==> src/orr_pkg.sv <==
package orr_pkg;

    // ------------------------------------------------------------
    // Bus and register map
    // ------------------------------------------------------------
    localparam int ORR_DATA_W = 32;
    localparam int ORR_ADDR_W = 8;
    localparam logic [7:0] ORR_OFS_REGION = 8'h00;
    localparam logic [7:0] ORR_OFS_CTRL = 8'h04;
    localparam logic [7:0] ORR_OFS_STATUS = 8'h08;
    localparam logic [7:0] ORR_OFS_LAST_ADDR = 8'h0C;
    localparam logic [7:0] ORR_OFS_PRED_SEL = 8'h10;
    localparam logic [7:0] ORR_OFS_PRED_DATA = 8'h14;
    localparam logic [7:0] ORR_OFS_IDX_SEL = 8'h18;
    localparam logic [7:0] ORR_OFS_IDX_DATA = 8'h1C;

    localparam int ORR_REGION_W = 19;
    localparam logic [18:0] ORR_REGION_RST = 19'h00000;
    localparam int ORR_CTRL_START = 0;
    localparam int ORR_ST_BUSY = 0;
    localparam int ORR_ST_DONE = 1;
    localparam int ORR_ST_ERR = 2;

    // ------------------------------------------------------------
    // Region fields and limits
    // ------------------------------------------------------------
    localparam logic [2:0] ORR_VS_CODE_MAX = 3'h5;
    localparam logic [2:0] ORR_WIDTH_CODE_MAX = 3'h4;
    localparam logic [4:0] ORR_ELEMENT_INDEX_IN_REGISTER_MAX_BYTE = 5'h1F;
    localparam int ORR_OFS_W = 10;
    localparam int ORR_BADDR_W = 16;
    localparam int ORR_IDX_LANES = 16;
    localparam int ORR_IDX_W = 16;
    localparam int ORR_PRED_HALF_W = 16;

    typedef enum logic [1:0] {
        ORR_TYPE_B = 2'h0,
        ORR_TYPE_W = 2'h1,
        ORR_TYPE_D = 2'h2,
        ORR_TYPE_Q = 2'h3
    } orr_etype_t;

    typedef enum logic [1:0] {
        ORR_IDLE = 2'b01,
        ORR_WALK = 2'b10
    } orr_state_t;

    typedef struct packed {
        logic [3:0] rows_m1;
        logic [4:0] element_index_in_register;
        orr_etype_t etype;
        logic [1:0] hs_code;
        logic [2:0] width_code;
        logic [2:0] vs_code;
    } orr_region_t;

    // Horizontal step codes 0..3 map to 0, 1, 2, 4 elements
    function automatic logic [ORR_OFS_W-1:0] orr_hs_elems(
        input logic [1:0] code);
        logic [ORR_OFS_W-1:0] v;
        v = '0;
        case (code)
            2'h0: v = 10'h000;
            2'h1: v = 10'h001;
            2'h2: v = 10'h002;
            default: v = 10'h004;
        endcase
        return v;
    endfunction

    function automatic logic [ORR_OFS_W-1:0] orr_vs_elems(
        input logic [2:0] code);
        return ORR_OFS_W'(10'h001 << code);
    endfunction

    function automatic logic [3:0] orr_width_m1(input logic [2:0] code);
        return 4'(5'h01 << code) - 4'h1;
    endfunction

    // Index limited to whole elements inside one 32-byte register
    function automatic logic orr_region_legal(input orr_region_t r);
        return (r.vs_code <= ORR_VS_CODE_MAX) &&
               (r.width_code <= ORR_WIDTH_CODE_MAX) &&
               (r.element_index_in_register <= (ORR_ELEMENT_INDEX_IN_REGISTER_MAX_BYTE >> r.etype));
    endfunction

endpackage

==> src/orr_lane_mem.sv <==
`timescale 1ns/1ps
module orr_lane_mem #(
    parameter int DEPTH = 16,
    parameter int WIDTH = 16
) (
    // Clock and reset
    input wire logic clk_sys_i,
    input wire logic reset_n_i,
    // Write port
    input wire logic wr_en_i,
    input wire logic [$clog2(DEPTH)-1:0] wr_addr_i,
    input wire logic [WIDTH-1:0] wr_data_i,
    // Read port
    input wire logic [$clog2(DEPTH)-1:0] rd_addr_i,
    output logic [WIDTH-1:0] rd_data_o
);

    logic [WIDTH-1:0] mem_r [DEPTH];

    initial begin
        if (DEPTH < 2 || WIDTH < 1) begin
            $error("orr_lane_mem: bad geometry");
        end
    end

    always_ff @(posedge clk_sys_i) begin
        if (wr_en_i) begin
            mem_r[wr_addr_i] <= wr_data_i;
        end
    end

    always_ff @(posedge clk_sys_i) begin
        if (!reset_n_i) begin
            rd_data_o <= '0;
        end else begin
            rd_data_o <= mem_r[rd_addr_i];
        end
    end

endmodule

==> src/orr_top.sv <==
`timescale 1ns/1ps
// Summary of operation
// - After each row, advance row start by row step: 1,2,4,8,16,32.
// - Row width is elements fetched per row: 1,2,4,8 or 16.
// - Step between elements in a row is 0,1,2 or 4 elements.
// - Element index counts in element-size units, not bytes.
// - Index limit 0-3 for 8-byte and 0-7 for 4-byte types.
// - Index limit 31 for bytes and 15 for words.
// - Two predicate registers, each with selectable halves 0 and 1.
// - One index register with lanes 0 to 15 for indirect access.
// - A region is row step, width and column step applied together.
module orr_top
    import orr_pkg::*;
#(
    parameter int IDX_LANES = ORR_IDX_LANES,
    parameter int IDX_W = ORR_IDX_W
) (
    // Clock and reset
    input wire logic clk_sys_i,
    input wire logic reset_n_i,
    // APB slave
    input wire logic psel_i,
    input wire logic penable_i,
    input wire logic pwrite_i,
    input wire logic [ORR_ADDR_W-1:0] paddr_i,
    input wire logic [ORR_DATA_W-1:0] pwdata_i,
    output logic [ORR_DATA_W-1:0] prdata_o,
    output logic pready_o,
    output logic pslverr_o,
    // Decoder region request
    input wire logic dec_valid_i,
    input wire orr_region_t dec_region_i,
    output logic dec_ready_o,
    // Register file read port
    output logic rf_rd_valid_o,
    output logic [ORR_BADDR_W-1:0] rf_rd_addr_o,
    output logic rf_walk_done_o,
    // Selected predicate half and index lane
    output logic [ORR_PRED_HALF_W-1:0] pred_half_data_o,
    output logic [IDX_W-1:0] idx_lane_data_o
);

    initial begin
        if (IDX_LANES != ORR_IDX_LANES || IDX_W < 1 || IDX_W > 32) begin
            $error("orr_top: unsupported index register geometry");
        end
    end

    // ------------------------------------------------------------
    // APB access
    // ------------------------------------------------------------
    function automatic logic addr_mapped(input logic [7:0] a);
        return (a <= ORR_OFS_IDX_DATA) && (a[1:0] == 2'h0);
    endfunction

    logic apb_ld;
    logic apb_wr;
    assign apb_ld = psel_i && penable_i && !pready_o;
    assign apb_wr = psel_i && penable_i && pready_o && pwrite_i &&
                    addr_mapped(paddr_i);

    orr_region_t region_cfg_r;
    logic [1:0] pred_sel_r;
    logic [31:0] pred_r [2];
    logic [3:0] idx_sel_r;
    logic done_r;
    logic err_r;
    orr_state_t state_r;
    orr_region_t cfg_r;
    logic [IDX_W-1:0] idx_rd;

    logic apb_start;
    logic dec_take;
    logic start_any;
    orr_region_t start_region;
    logic start_legal;
    logic walk_last;
    logic row_end;

    // Extra wait cycle lets index lane reads see a write just made
    always_ff @(posedge clk_sys_i) begin
        if (!reset_n_i) begin
            pready_o <= 1'b0;
            pslverr_o <= 1'b0;
            prdata_o <= '0;
        end else begin
            pready_o <= apb_ld;
            if (apb_ld) begin
                pslverr_o <= !addr_mapped(paddr_i);
                prdata_o <= '0;
                if (paddr_i == ORR_OFS_REGION) begin
                    prdata_o <= 32'(region_cfg_r);
                end else if (paddr_i == ORR_OFS_STATUS) begin
                    prdata_o[ORR_ST_BUSY] <= (state_r == ORR_WALK);
                    prdata_o[ORR_ST_DONE] <= done_r;
                    prdata_o[ORR_ST_ERR] <= err_r;
                end else if (paddr_i == ORR_OFS_LAST_ADDR) begin
                    prdata_o <= 32'(rf_rd_addr_o);
                end else if (paddr_i == ORR_OFS_PRED_SEL) begin
                    prdata_o <= 32'(pred_sel_r);
                end else if (paddr_i == ORR_OFS_PRED_DATA) begin
                    prdata_o <= 32'(pred_half_data_o);
                end else if (paddr_i == ORR_OFS_IDX_SEL) begin
                    prdata_o <= 32'(idx_sel_r);
                end else if (paddr_i == ORR_OFS_IDX_DATA) begin
                    prdata_o <= 32'(idx_rd);
                end
            end else begin
                pslverr_o <= 1'b0;
            end
        end
    end

    always_ff @(posedge clk_sys_i) begin
        if (!reset_n_i) begin
            region_cfg_r <= ORR_REGION_RST;
            pred_sel_r <= 2'h0;
            idx_sel_r <= 4'h0;
        end else if (apb_wr) begin
            if (paddr_i == ORR_OFS_REGION) begin
                region_cfg_r <= pwdata_i[ORR_REGION_W-1:0];
            end else if (paddr_i == ORR_OFS_PRED_SEL) begin
                pred_sel_r <= pwdata_i[1:0];
            end else if (paddr_i == ORR_OFS_IDX_SEL) begin
                idx_sel_r <= pwdata_i[3:0];
            end
        end
    end

    // ------------------------------------------------------------
    // Predicate registers and index register
    // ------------------------------------------------------------
    // pred_sel_r[1] picks the register, pred_sel_r[0] the half
    always_ff @(posedge clk_sys_i) begin
        if (!reset_n_i) begin
            pred_r[0] <= 32'h0000_0000;
            pred_r[1] <= 32'h0000_0000;
        end else if (apb_wr && paddr_i == ORR_OFS_PRED_DATA) begin
            if (pred_sel_r[0]) begin
                pred_r[pred_sel_r[1]][31:16] <= pwdata_i[15:0];
            end else begin
                pred_r[pred_sel_r[1]][15:0] <= pwdata_i[15:0];
            end
        end
    end

    always_ff @(posedge clk_sys_i) begin
        if (!reset_n_i) begin
            pred_half_data_o <= '0;
        end else begin
            pred_half_data_o <= pred_sel_r[0] ?
                pred_r[pred_sel_r[1]][31:16] :
                pred_r[pred_sel_r[1]][15:0];
        end
    end

    // Lane select drives the read address, so reads need no decode
    orr_lane_mem #(
        .DEPTH(IDX_LANES),
        .WIDTH(IDX_W)
    ) u_index_reg (
        .clk_sys_i(clk_sys_i),
        .reset_n_i(reset_n_i),
        .wr_en_i(apb_wr && paddr_i == ORR_OFS_IDX_DATA),
        .wr_addr_i(idx_sel_r),
        .wr_data_i(pwdata_i[IDX_W-1:0]),
        .rd_addr_i(idx_sel_r),
        .rd_data_o(idx_rd)
    );

    always_ff @(posedge clk_sys_i) begin
        if (!reset_n_i) begin
            idx_lane_data_o <= '0;
        end else begin
            idx_lane_data_o <= idx_rd;
        end
    end

    // ------------------------------------------------------------
    // Region walker
    // ------------------------------------------------------------
    logic [ORR_OFS_W-1:0] row_start_r;
    logic [ORR_OFS_W-1:0] elem_r;
    logic [3:0] col_r;
    logic [3:0] row_r;

    // Decoder wins a tie; a colliding software start is dropped
    assign dec_take = dec_valid_i && dec_ready_o;
    assign apb_start = apb_wr && paddr_i == ORR_OFS_CTRL &&
                       pwdata_i[ORR_CTRL_START] && state_r == ORR_IDLE &&
                       !dec_take;
    assign start_any = dec_take || apb_start;
    assign start_region = dec_take ? dec_region_i : region_cfg_r;
    assign start_legal = orr_region_legal(start_region);
    assign row_end = col_r == orr_width_m1(cfg_r.width_code);
    assign walk_last = state_r == ORR_WALK && row_end &&
                       row_r == cfg_r.rows_m1;

    always_ff @(posedge clk_sys_i) begin
        if (!reset_n_i) begin
            state_r <= ORR_IDLE;
            cfg_r <= ORR_REGION_RST;
            row_start_r <= '0;
            elem_r <= '0;
            col_r <= 4'h0;
            row_r <= 4'h0;
        end else begin
            case (state_r)
                ORR_IDLE: begin
                    if (start_any && start_legal) begin
                        state_r <= ORR_WALK;
                        cfg_r <= start_region;
                        row_start_r <= ORR_OFS_W'(start_region.element_index_in_register);
                        elem_r <= ORR_OFS_W'(start_region.element_index_in_register);
                        col_r <= 4'h0;
                        row_r <= 4'h0;
                    end
                end
                ORR_WALK: begin
                    if (row_end) begin
                        col_r <= 4'h0;
                        if (row_r == cfg_r.rows_m1) begin
                            state_r <= ORR_IDLE;
                        end else begin
                            row_r <= row_r + 4'h1;
                            row_start_r <= row_start_r +
                                orr_vs_elems(cfg_r.vs_code);
                            elem_r <= row_start_r +
                                orr_vs_elems(cfg_r.vs_code);
                        end
                    end else begin
                        col_r <= col_r + 4'h1;
                        elem_r <= elem_r +
                            orr_hs_elems(cfg_r.hs_code);
                    end
                end
                default: begin
                    state_r <= ORR_IDLE;
                end
            endcase
        end
    end

    // Address is in element units until here, bytes after the shift
    always_ff @(posedge clk_sys_i) begin
        if (!reset_n_i) begin
            rf_rd_valid_o <= 1'b0;
            rf_rd_addr_o <= '0;
            rf_walk_done_o <= 1'b0;
            dec_ready_o <= 1'b0;
        end else begin
            rf_rd_valid_o <= state_r == ORR_WALK;
            if (state_r == ORR_WALK) begin
                rf_rd_addr_o <=
                    ORR_BADDR_W'(elem_r) << cfg_r.etype;
            end
            rf_walk_done_o <= walk_last;
            dec_ready_o <= (state_r == ORR_IDLE && !(start_any &&
                start_legal)) || walk_last;
        end
    end

    // Status flags: hardware set beats a write-one clear
    always_ff @(posedge clk_sys_i) begin
        if (!reset_n_i) begin
            done_r <= 1'b0;
            err_r <= 1'b0;
        end else begin
            if (walk_last) begin
                done_r <= 1'b1;
            end else if (apb_wr && paddr_i == ORR_OFS_STATUS &&
                         pwdata_i[ORR_ST_DONE]) begin
                done_r <= 1'b0;
            end
            if (start_any && !start_legal) begin
                err_r <= 1'b1;
            end else if (apb_wr && paddr_i == ORR_OFS_STATUS &&
                         pwdata_i[ORR_ST_ERR]) begin
                err_r <= 1'b0;
            end
        end
    end

    // ------------------------------------------------------------
    // Assertions
    // ------------------------------------------------------------
    logic [ORR_OFS_W-1:0] ref_elem;
    assign ref_elem = ORR_OFS_W'(cfg_r.element_index_in_register) +
        ORR_OFS_W'(row_r * orr_vs_elems(cfg_r.vs_code)) +
        ORR_OFS_W'(col_r * orr_hs_elems(cfg_r.hs_code));

    AST_ROW_ADVANCE: assert property (@(posedge clk_sys_i)
        disable iff (!reset_n_i)
        (state_r == ORR_WALK && row_end && !walk_last) |=>
        (elem_r == $past(row_start_r) + orr_vs_elems(cfg_r.vs_code)))
        else $error("row start did not advance by row step");

    AST_ROW_WIDTH: assert property (@(posedge clk_sys_i)
        disable iff (!reset_n_i)
        (state_r == ORR_WALK) |->
        (col_r <= orr_width_m1(cfg_r.width_code)))
        else $error("column count beyond row width");

    AST_COL_STEP: assert property (@(posedge clk_sys_i)
        disable iff (!reset_n_i)
        (state_r == ORR_WALK && !row_end) |=>
        (elem_r == $past(elem_r) + orr_hs_elems(cfg_r.hs_code)))
        else $error("column step wrong");

    AST_TYPE_SCALE: assert property (@(posedge clk_sys_i)
        disable iff (!reset_n_i)
        (state_r == ORR_WALK) |=> (rf_rd_valid_o &&
        rf_rd_addr_o == (ORR_BADDR_W'($past(elem_r)) << cfg_r.etype)))
        else $error("byte address not scaled by type size");

    AST_ELEMENT_INDEX_IN_REGISTER_LIMIT: assert property (@(posedge clk_sys_i)
        disable iff (!reset_n_i)
        (start_any && start_region.element_index_in_register >
         (ORR_ELEMENT_INDEX_IN_REGISTER_MAX_BYTE >> start_region.etype)) |=>
        (state_r == ORR_IDLE && err_r && !rf_rd_valid_o))
        else $error("out of range index started a walk");

    AST_LEGAL_START: assert property (@(posedge clk_sys_i)
        disable iff (!reset_n_i)
        (start_any && start_legal) |=> (state_r == ORR_WALK &&
        elem_r == ORR_OFS_W'($past(start_region.element_index_in_register))) ##1 rf_rd_valid_o)
        else $error("legal region did not start");

    AST_PRED_HALF: assert property (@(posedge clk_sys_i)
        disable iff (!reset_n_i)
        $stable(pred_sel_r) && pred_sel_r == 2'h3 ##1 $stable(pred_sel_r) |->
        pred_half_data_o == $past(pred_r[1][31:16]))
        else $error("predicate half select wrong");

    AST_INDEX_LANE: assert property (@(posedge clk_sys_i)
        disable iff (!reset_n_i)
        (apb_wr && paddr_i == ORR_OFS_IDX_DATA) |-> ##3
        (idx_lane_data_o == $past(pwdata_i[IDX_W-1:0], 3)))
        else $error("index lane did not return written value");

    AST_REGION_FORMULA: assert property (
        @(posedge clk_sys_i)
        disable iff (!reset_n_i)
        (state_r == ORR_WALK) |-> (elem_r == ref_elem))
        else $error("element offset does not match region formula");

endmodule

==> config.mk <==
export PLATFORM = sky130hd
export DESIGN_NAME = orr_top
export DESIGN_NICKNAME = d
export VERILOG_FILES = /design/src/orr_pkg.sv /design/src/orr_lane_mem.sv /design/src/orr_top.sv
export SDC_FILE = /design/constraint.sdc
export NUM_CORES = 1
export LEC_CHECK = 0
export ABC_AREA = 1
export ABC_CLOCK_PERIOD_IN_PS = 2600
export BUFFER_PORTS_ARGS = -buffer_cell sky130_fd_sc_hd__buf_2
export CORE_UTILIZATION = 52
export DETAILED_ROUTE_END_ITERATION = 7
export PLACE_DENSITY = 0.79
export SYNTH_ARGS = -nofsm -noshare
export SYNTH_HDL_FRONTEND = slang
export SYNTH_SLANG_ARGS = --single-unit
==> constraint.sdc <==
create_clock -name clk_sys_i -period 2.6 [get_ports clk_sys_i]
set_input_delay 0.13 -clock clk_sys_i [delete_from_list [all_inputs] [get_ports clk_sys_i]]
set_output_delay 0.13 -clock clk_sys_i [all_outputs]
set_load 0.1 [all_outputs]
==> results.ini, run 1 <==
[placement]
dp_hpwl_um = 38310
port-buffer-count = 120
dpl_cell_area_sq_mm = 0.02168
finalWeightedCongestion = 1.011
place_inst = 2635
post-place-ws_ns = 0.08792

[sta]
fmax_ghz = 0.4082
hold_viol = 0
min_period_ns = 2.450
setup_viol = 0
tightestPinTransition_ns = 0.8816
worst_clock_skew_ns = 0.02303
grt_setup_unrepaired = true
slew_headroom_pct = 41.16
slew_violations = 0
fin_tns_setup_ns = 0
min_period_over_period_pct = 94.22
finalWorstSetupSlack_ns = 0.1502

[cts]
htreeDepth = 2
cts_tree = yes
cts.sinks = 477
numCtsBuffers = 49
clk_latency_ns = 0.61
cts.path.max_buffers = 3
cts-root-buf = clkbuf_16
clk_pin_slew_ns = 0.06
post_cts_buffers = 0

[global_routing]
grt_pass1_vias = 15300
met1_usage_pct = 38.28
grt_remaining_overflow = 0
grtUsageMet2_pct = 46.81
grt_usage_pct = 29.07
met3_usage_pct = 4.743
grt_busiest_layer = met2
grt_pass1_wl_um = 86580
grt_max_degree = 132
antenna_found_initial = 1

[floorplanning]
die-area_sq_mm = 0.03981
die_h_um = 199.5
ios = 150
die_w_um = 199.5
coreArea_sq_mm = 0.03802
rows = 71
start_util_pct = 53.36

[logic_synthesis]
synthTopCellsByArea = edfxtp_1 47%, dfxtp_1 15%, nand2_1 7.0%
syn_area_sq_mm = 0.02029
yosys_warnings = 0
synthDominantCellAreaShare_pct = 47.36
yosys-top-cells-count = 380 x nand2_1, 320 x edfxtp_1, 274 x nand3_1
synthArstFlopShare_pct = 0
synth_ff_type = edfxtp_1
synth.avg_cell_area_sq_um = 9.975
yosysTopAreaCell = edfxtp_1
syn_inst = 2034
synth_edf_count = 320
synthDistinctLibCells = 44
yosysMostFrequentCell = nand2_1
synth_seq_cells = 477
yosysSeqAreaShare_pct = 62.85

[worst_setup_path]
cp.arrival_ns = 2.96
crit_fanout = 28
start_kind = flip-flop
endpoint_kind = flip-flop
cp_data_required_time_ns = 3.11
crit_type = flip-flop to flip-flop

[power_and_ir_drop]
ir_drop_mv = 0.5919
power_density_mw_per_mm2 = 715.4
p_leak_uw = 0.009224
p_total_uw = 16830

[final_layout]
nNetsFinal = 2286
area_growth_syn_to_layout_pct = 15.93
drive_gt1_share_pct = 14.39
layout.cells.non_filler = 2749
n_antenna_cell = 0
fin_area_sq_mm = 0.02352
nFillCells = 2997

[flow_run]
cap_violations = 0

[detailed_routing]
via_per_inst = 5.878
drc = 0
drt_pass1_iterations = 8
wirelength_um = 57390
ant_nets = 0
routed-via-count = 16160
wire_per_inst_um = 20.88
drt_iter0_markers = 1821

[status]
status = complete, no violations

[worst_hold_path]
hp-class = input port to flip-flop

==> metrics by stage <==
step	utilization (%)	hold slack, ns
4_1_cts	61.81	0.006847
6_report	61.86	0.02182
3_5_place_dp	57.01	0.4113
5_1_grt	61.86	0.05183
3_3_place_gp	57.01	0.3962
2_1_floorplan	-	0.2289
==> area by class of cell <==
type | instances | area [sq um] | area share, %
Sequential cell | 477 | 12760 | 54.24
Multi-Input combinational cell | 1309 | 6528 | 27.75
Timing Repair Buffer | 225 | 1501 | 6.383
Clock buffer | 68 | 1421 | 6.043
Tap cell | 511 | 639.4 | 2.718
Inverter | 138 | 519.2 | 2.208
Clock inverter | 21 | 153.9 | 0.6543
==> metal layers <==
metal | wire length (um) | vias up
met5 | 13 | -
met4 | 2568 | 2
met3 | 5789 | 150
met2 | 27030 | 925
met1 | 21990 | 7691
li1 | - | 7390
==> worst max-delay path: stages, from the launching register on <==
cell and delay, ns:
dfxtp_4 0.37, nand2_4 0.14, nand2_1 0.08, o21ai_1 0.14
nand2_1 0.12, ha_4 0.29, nand3_1 0.07, nand3b_1 0.18
nand2_2 0.12, nand3_4 0.10, nor2_8 0.18, nand2_8 0.17
nand2_2 0.14, nand3_1 0.08, a21oi_1 0.18
==> kinds of logic (layout without fill, tap and decap cells) <==
group           Yosys count  after routing  share of synthesized area, %
fa+ha+maj                21             21                         1.369
buf+inv                 263            452                         5.458
other cells               1             16                       0.01848
simple gates            946            946                         20.35
flops                   477            477                         62.85
compound gates          313            313                         9.392
xor+xnor                 13             13                        0.5612
==> registers in the layout, indices dropped and copies added, names as in the netlist, 13 cells and up, named ones only <==
register / cells
u_index_reg.rd_data_o: 16
region_cfg_r: 19
cfg_r: 14
pred_r: 64
rf_rd_addr_o: 13
pred_half_data_o: 16
idx_lane_data_o: 16
prdata_o: 19
u_index_reg.mem_r: 256
==> final timing paths <==
| kind | slack (ns) | depth (start not counted) | start | to |
|---|---|---|---|---|
| hold reg to reg | 0.44 | 2 | u_index_reg.rd_data_o[7] | idx_lane_data_o[7] |
| setup reg to reg | 0.15 | 14 | dec_ready_o | col_r[0] |
| hold / removal | 0.02 | 5 | dec_region_i[3] | cfg_r[3] |
| setup / recovery | 0.15 | 14 | dec_ready_o | col_r[0] |
==> repair_timing <==
action	4_1_cts	5_1_grt
endpoints found under the hold margin	214	0
hold buffers	25	0
endpoints found under the setup margin	0	18
resized for setup	0	3
==> cells in the final DEF, fill, tap and decap left out, types with 76 or more instances in the layout <==
cell	n
a21oi_1	102
buf_2	120
buf_4	76
dfxtp_1	154
edfxtp_1	320
inv_1	125
nand2_1	379
nand3_1	274
nor2_1	220
o21ai_0	96
==> where the power goes <==
| group | total (uW) | switching, uW | internal [uW] |
|---|---|---|---|
| sequential | 8340 | 121 | 8220 |
| clock | 6870 | 2940 | 3930 |
| combinational | 1610 | 1210 | 403 |
(Power assumes the default switching activity.)
==> run 2, diff against run 1 <==
- CORE_UTILIZATION: 52 -> 54
- PLACE_DENSITY: 0.79 -> 0.82
==> results.ini, run 2 (synthesized netlist as in run 1, its figures left out) <==
[power_and_ir_drop]
p_leak_uw = 0.009199
ir_drop_mv = 0.6041
power_density_mw_per_mm2 = 719.1

[placement]
port-buffer-count = 120
post-place-ws_ns = 0.1018
finalWeightedCongestion = 0.9666
dp_hpwl_um = 37820
dpl_cell_area_sq_mm = 0.02163
place_inst = 2589

[cts]
cts.path.max_buffers = 3
cts.sinks = 477
clk_pin_slew_ns = 0.06
cts_tree = yes
htreeDepth = 2
clk_latency_ns = 0.60
numCtsBuffers = 48
cts-root-buf = clkbuf_16

[sta]
finalWorstSetupSlack_ns = 0.1695
tightestPinTransition_ns = 0.8152
min_period_over_period_pct = 93.48
slew_headroom_pct = 45.59
worst_clock_skew_ns = 0.02133
min_period_ns = 2.431
slew_violations = 0
hold_viol = 0
grt_setup_unrepaired = false
setup_viol = 0
fmax_ghz = 0.4114

[detailed_routing]
wirelength_um = 57730
drt_iter0_markers = 1811
drt_pass1_iterations = 6
wire_per_inst_um = 21.34
routed-via-count = 16360
drc = 0
ant_nets = 0
via_per_inst = 6.048

[worst_setup_path]
r2r_slack_ns = 0.17
cp_data_required_time_ns = 3.12
start_kind = flip-flop
endpoint_kind = flip-flop
r2r_start = dec_ready_o
cp.arrival_ns = 2.95
r2r_cells = 14
crit_type = flip-flop to flip-flop
crit_fanout = 28
r2r_end = col_r[0]

[status]
status = complete, no violations

[final_layout]
final_common_cell = nand2_1
layout.cells.most_common_list = 379 x nand2_1, 320 x edfxtp_1, 274 x nand3_1, 219 x nor2_1, 154 x dfxtp_1
area_growth_syn_to_layout_pct = 15.84
drive_gt1_share_pct = 14.13
fin_area_sq_mm = 0.02350
top_regs = u_index_reg.mem_r (256), pred_r (64)
nFillCells = 2802
nNetsFinal = 2282
layout.cells.non_filler = 2705
largest_reg_flops = 256
regMostFlops = u_index_reg.mem_r

[floorplanning]
die-area_sq_mm = 0.03835
ios = 150
start_util_pct = 55.16
coreArea_sq_mm = 0.03679
die_h_um = 195.8
die_w_um = 195.8
rows = 70

[worst_hold_path]
worstHoldPathCells = 5
min_from = dec_region_i[2]
holdPathEnd = cfg_r[2]
hp-class = input port to flip-flop

[global_routing]
grt_usage_pct = 29.91
grt_pass1_vias = 15280
grt_pass1_wl_um = 87150
antenna_found_initial = 2
grt_max_degree = 132
grt_remaining_overflow = 0

[flow_run]
cap_violations = 0

run 2: cell count changes in the layout (fill, tap and decap cells not counted), moves of 2 or more:
cell        previous run  this run
inv_6                  4         1
clkinv_2               9         6
clkinvlp_4             0         2
buf_4                 76        71
clkbuf_8               8         5
buf_12                 4         6
bufinv_16              1         3
clkbuf_1               8        14
run 2: report_power, final:
part | internal (uW) | switching, uW
clock | 4000 | 2930
combinational | 406 | 1230
sequential | 8220 | 118
run 2: final cells by class:
type	instances	area, sq um	area share [%]
Sequential cell	477	12760	54.29
Multi-Input combinational cell	1310	6550	27.87
Timing Repair Buffer	221	1494	6.356
Clock buffer	69	1373	5.840
Tap cell	468	585.6	2.491
Inverter	138	519.2	2.209
Clock inverter	21	220.2	0.9370
Antenna cell	1	2.502	0.01065
run 2: per-stage QoR:
stage / hold WS (ns) / TNS (ns) / utilization [%] / total power (uW)
2_1_floorplan: 0.2289 / -0.01554 / - / 9629
3_3_place_gp: 0.3966 / 0 / 58.79 / 10000
3_5_place_dp: 0.3970 / 0 / 58.79 / 10040
4_1_cts: 0.02500 / 0 / 63.77 / 16890
5_1_grt: 0.03786 / 0 / 63.88 / 17400
6_report: 0.04841 / 0 / 63.89 / 16900
run 2: layer usage:
layer,vias up,part of all wire (%),global-route usage (%)
met5,-,0.023,0
met4,2,5.1,15.97
met3,170,11,5.811
met2,1047,46,46.61
met1,7750,38,39.79
li1,7392,-,-
run 2: worst max-delay path by stage:
stage / end / startpoint / depth (start not counted) / slack (ns)
6_report: col_r[0] / dec_ready_o / 14 / 0.17
5_1_grt: row_start_r[8] / cfg_r[4] / 16 / 0.02
4_1_cts: col_r[0] / dec_ready_o / 14 / 0.07
3_5_place_dp: col_r[0] / dec_ready_o / 14 / 0.10
3_3_place_gp: col_r[0] / dec_ready_o / 13 / 0.17
2_1_floorplan: cfg_r[15] / dec_ready_o / 17 / -0.008
run 2: critical path, cell delays in order (launching register included):
cell and delay [ns]:
dfxtp_4 0.38, nand2_4 0.12, o21ai_1 0.26, inv_1 0.09
nand2_1 0.11, ha_4 0.21, a21oi_1 0.17, nand2_1 0.10
nand2_2 0.10, nand3_4 0.10, nor2_8 0.19, nand2_8 0.17
nand2_2 0.14, nand3_1 0.08, a21oi_1 0.14
run 2: timing repair:
action	4_1_cts	5_1_grt
resized for setup	0	7
setup endpoints to repair	0	30
hold buffers	24	0
setup buffers	0	0
hold endpoints to repair	220	0
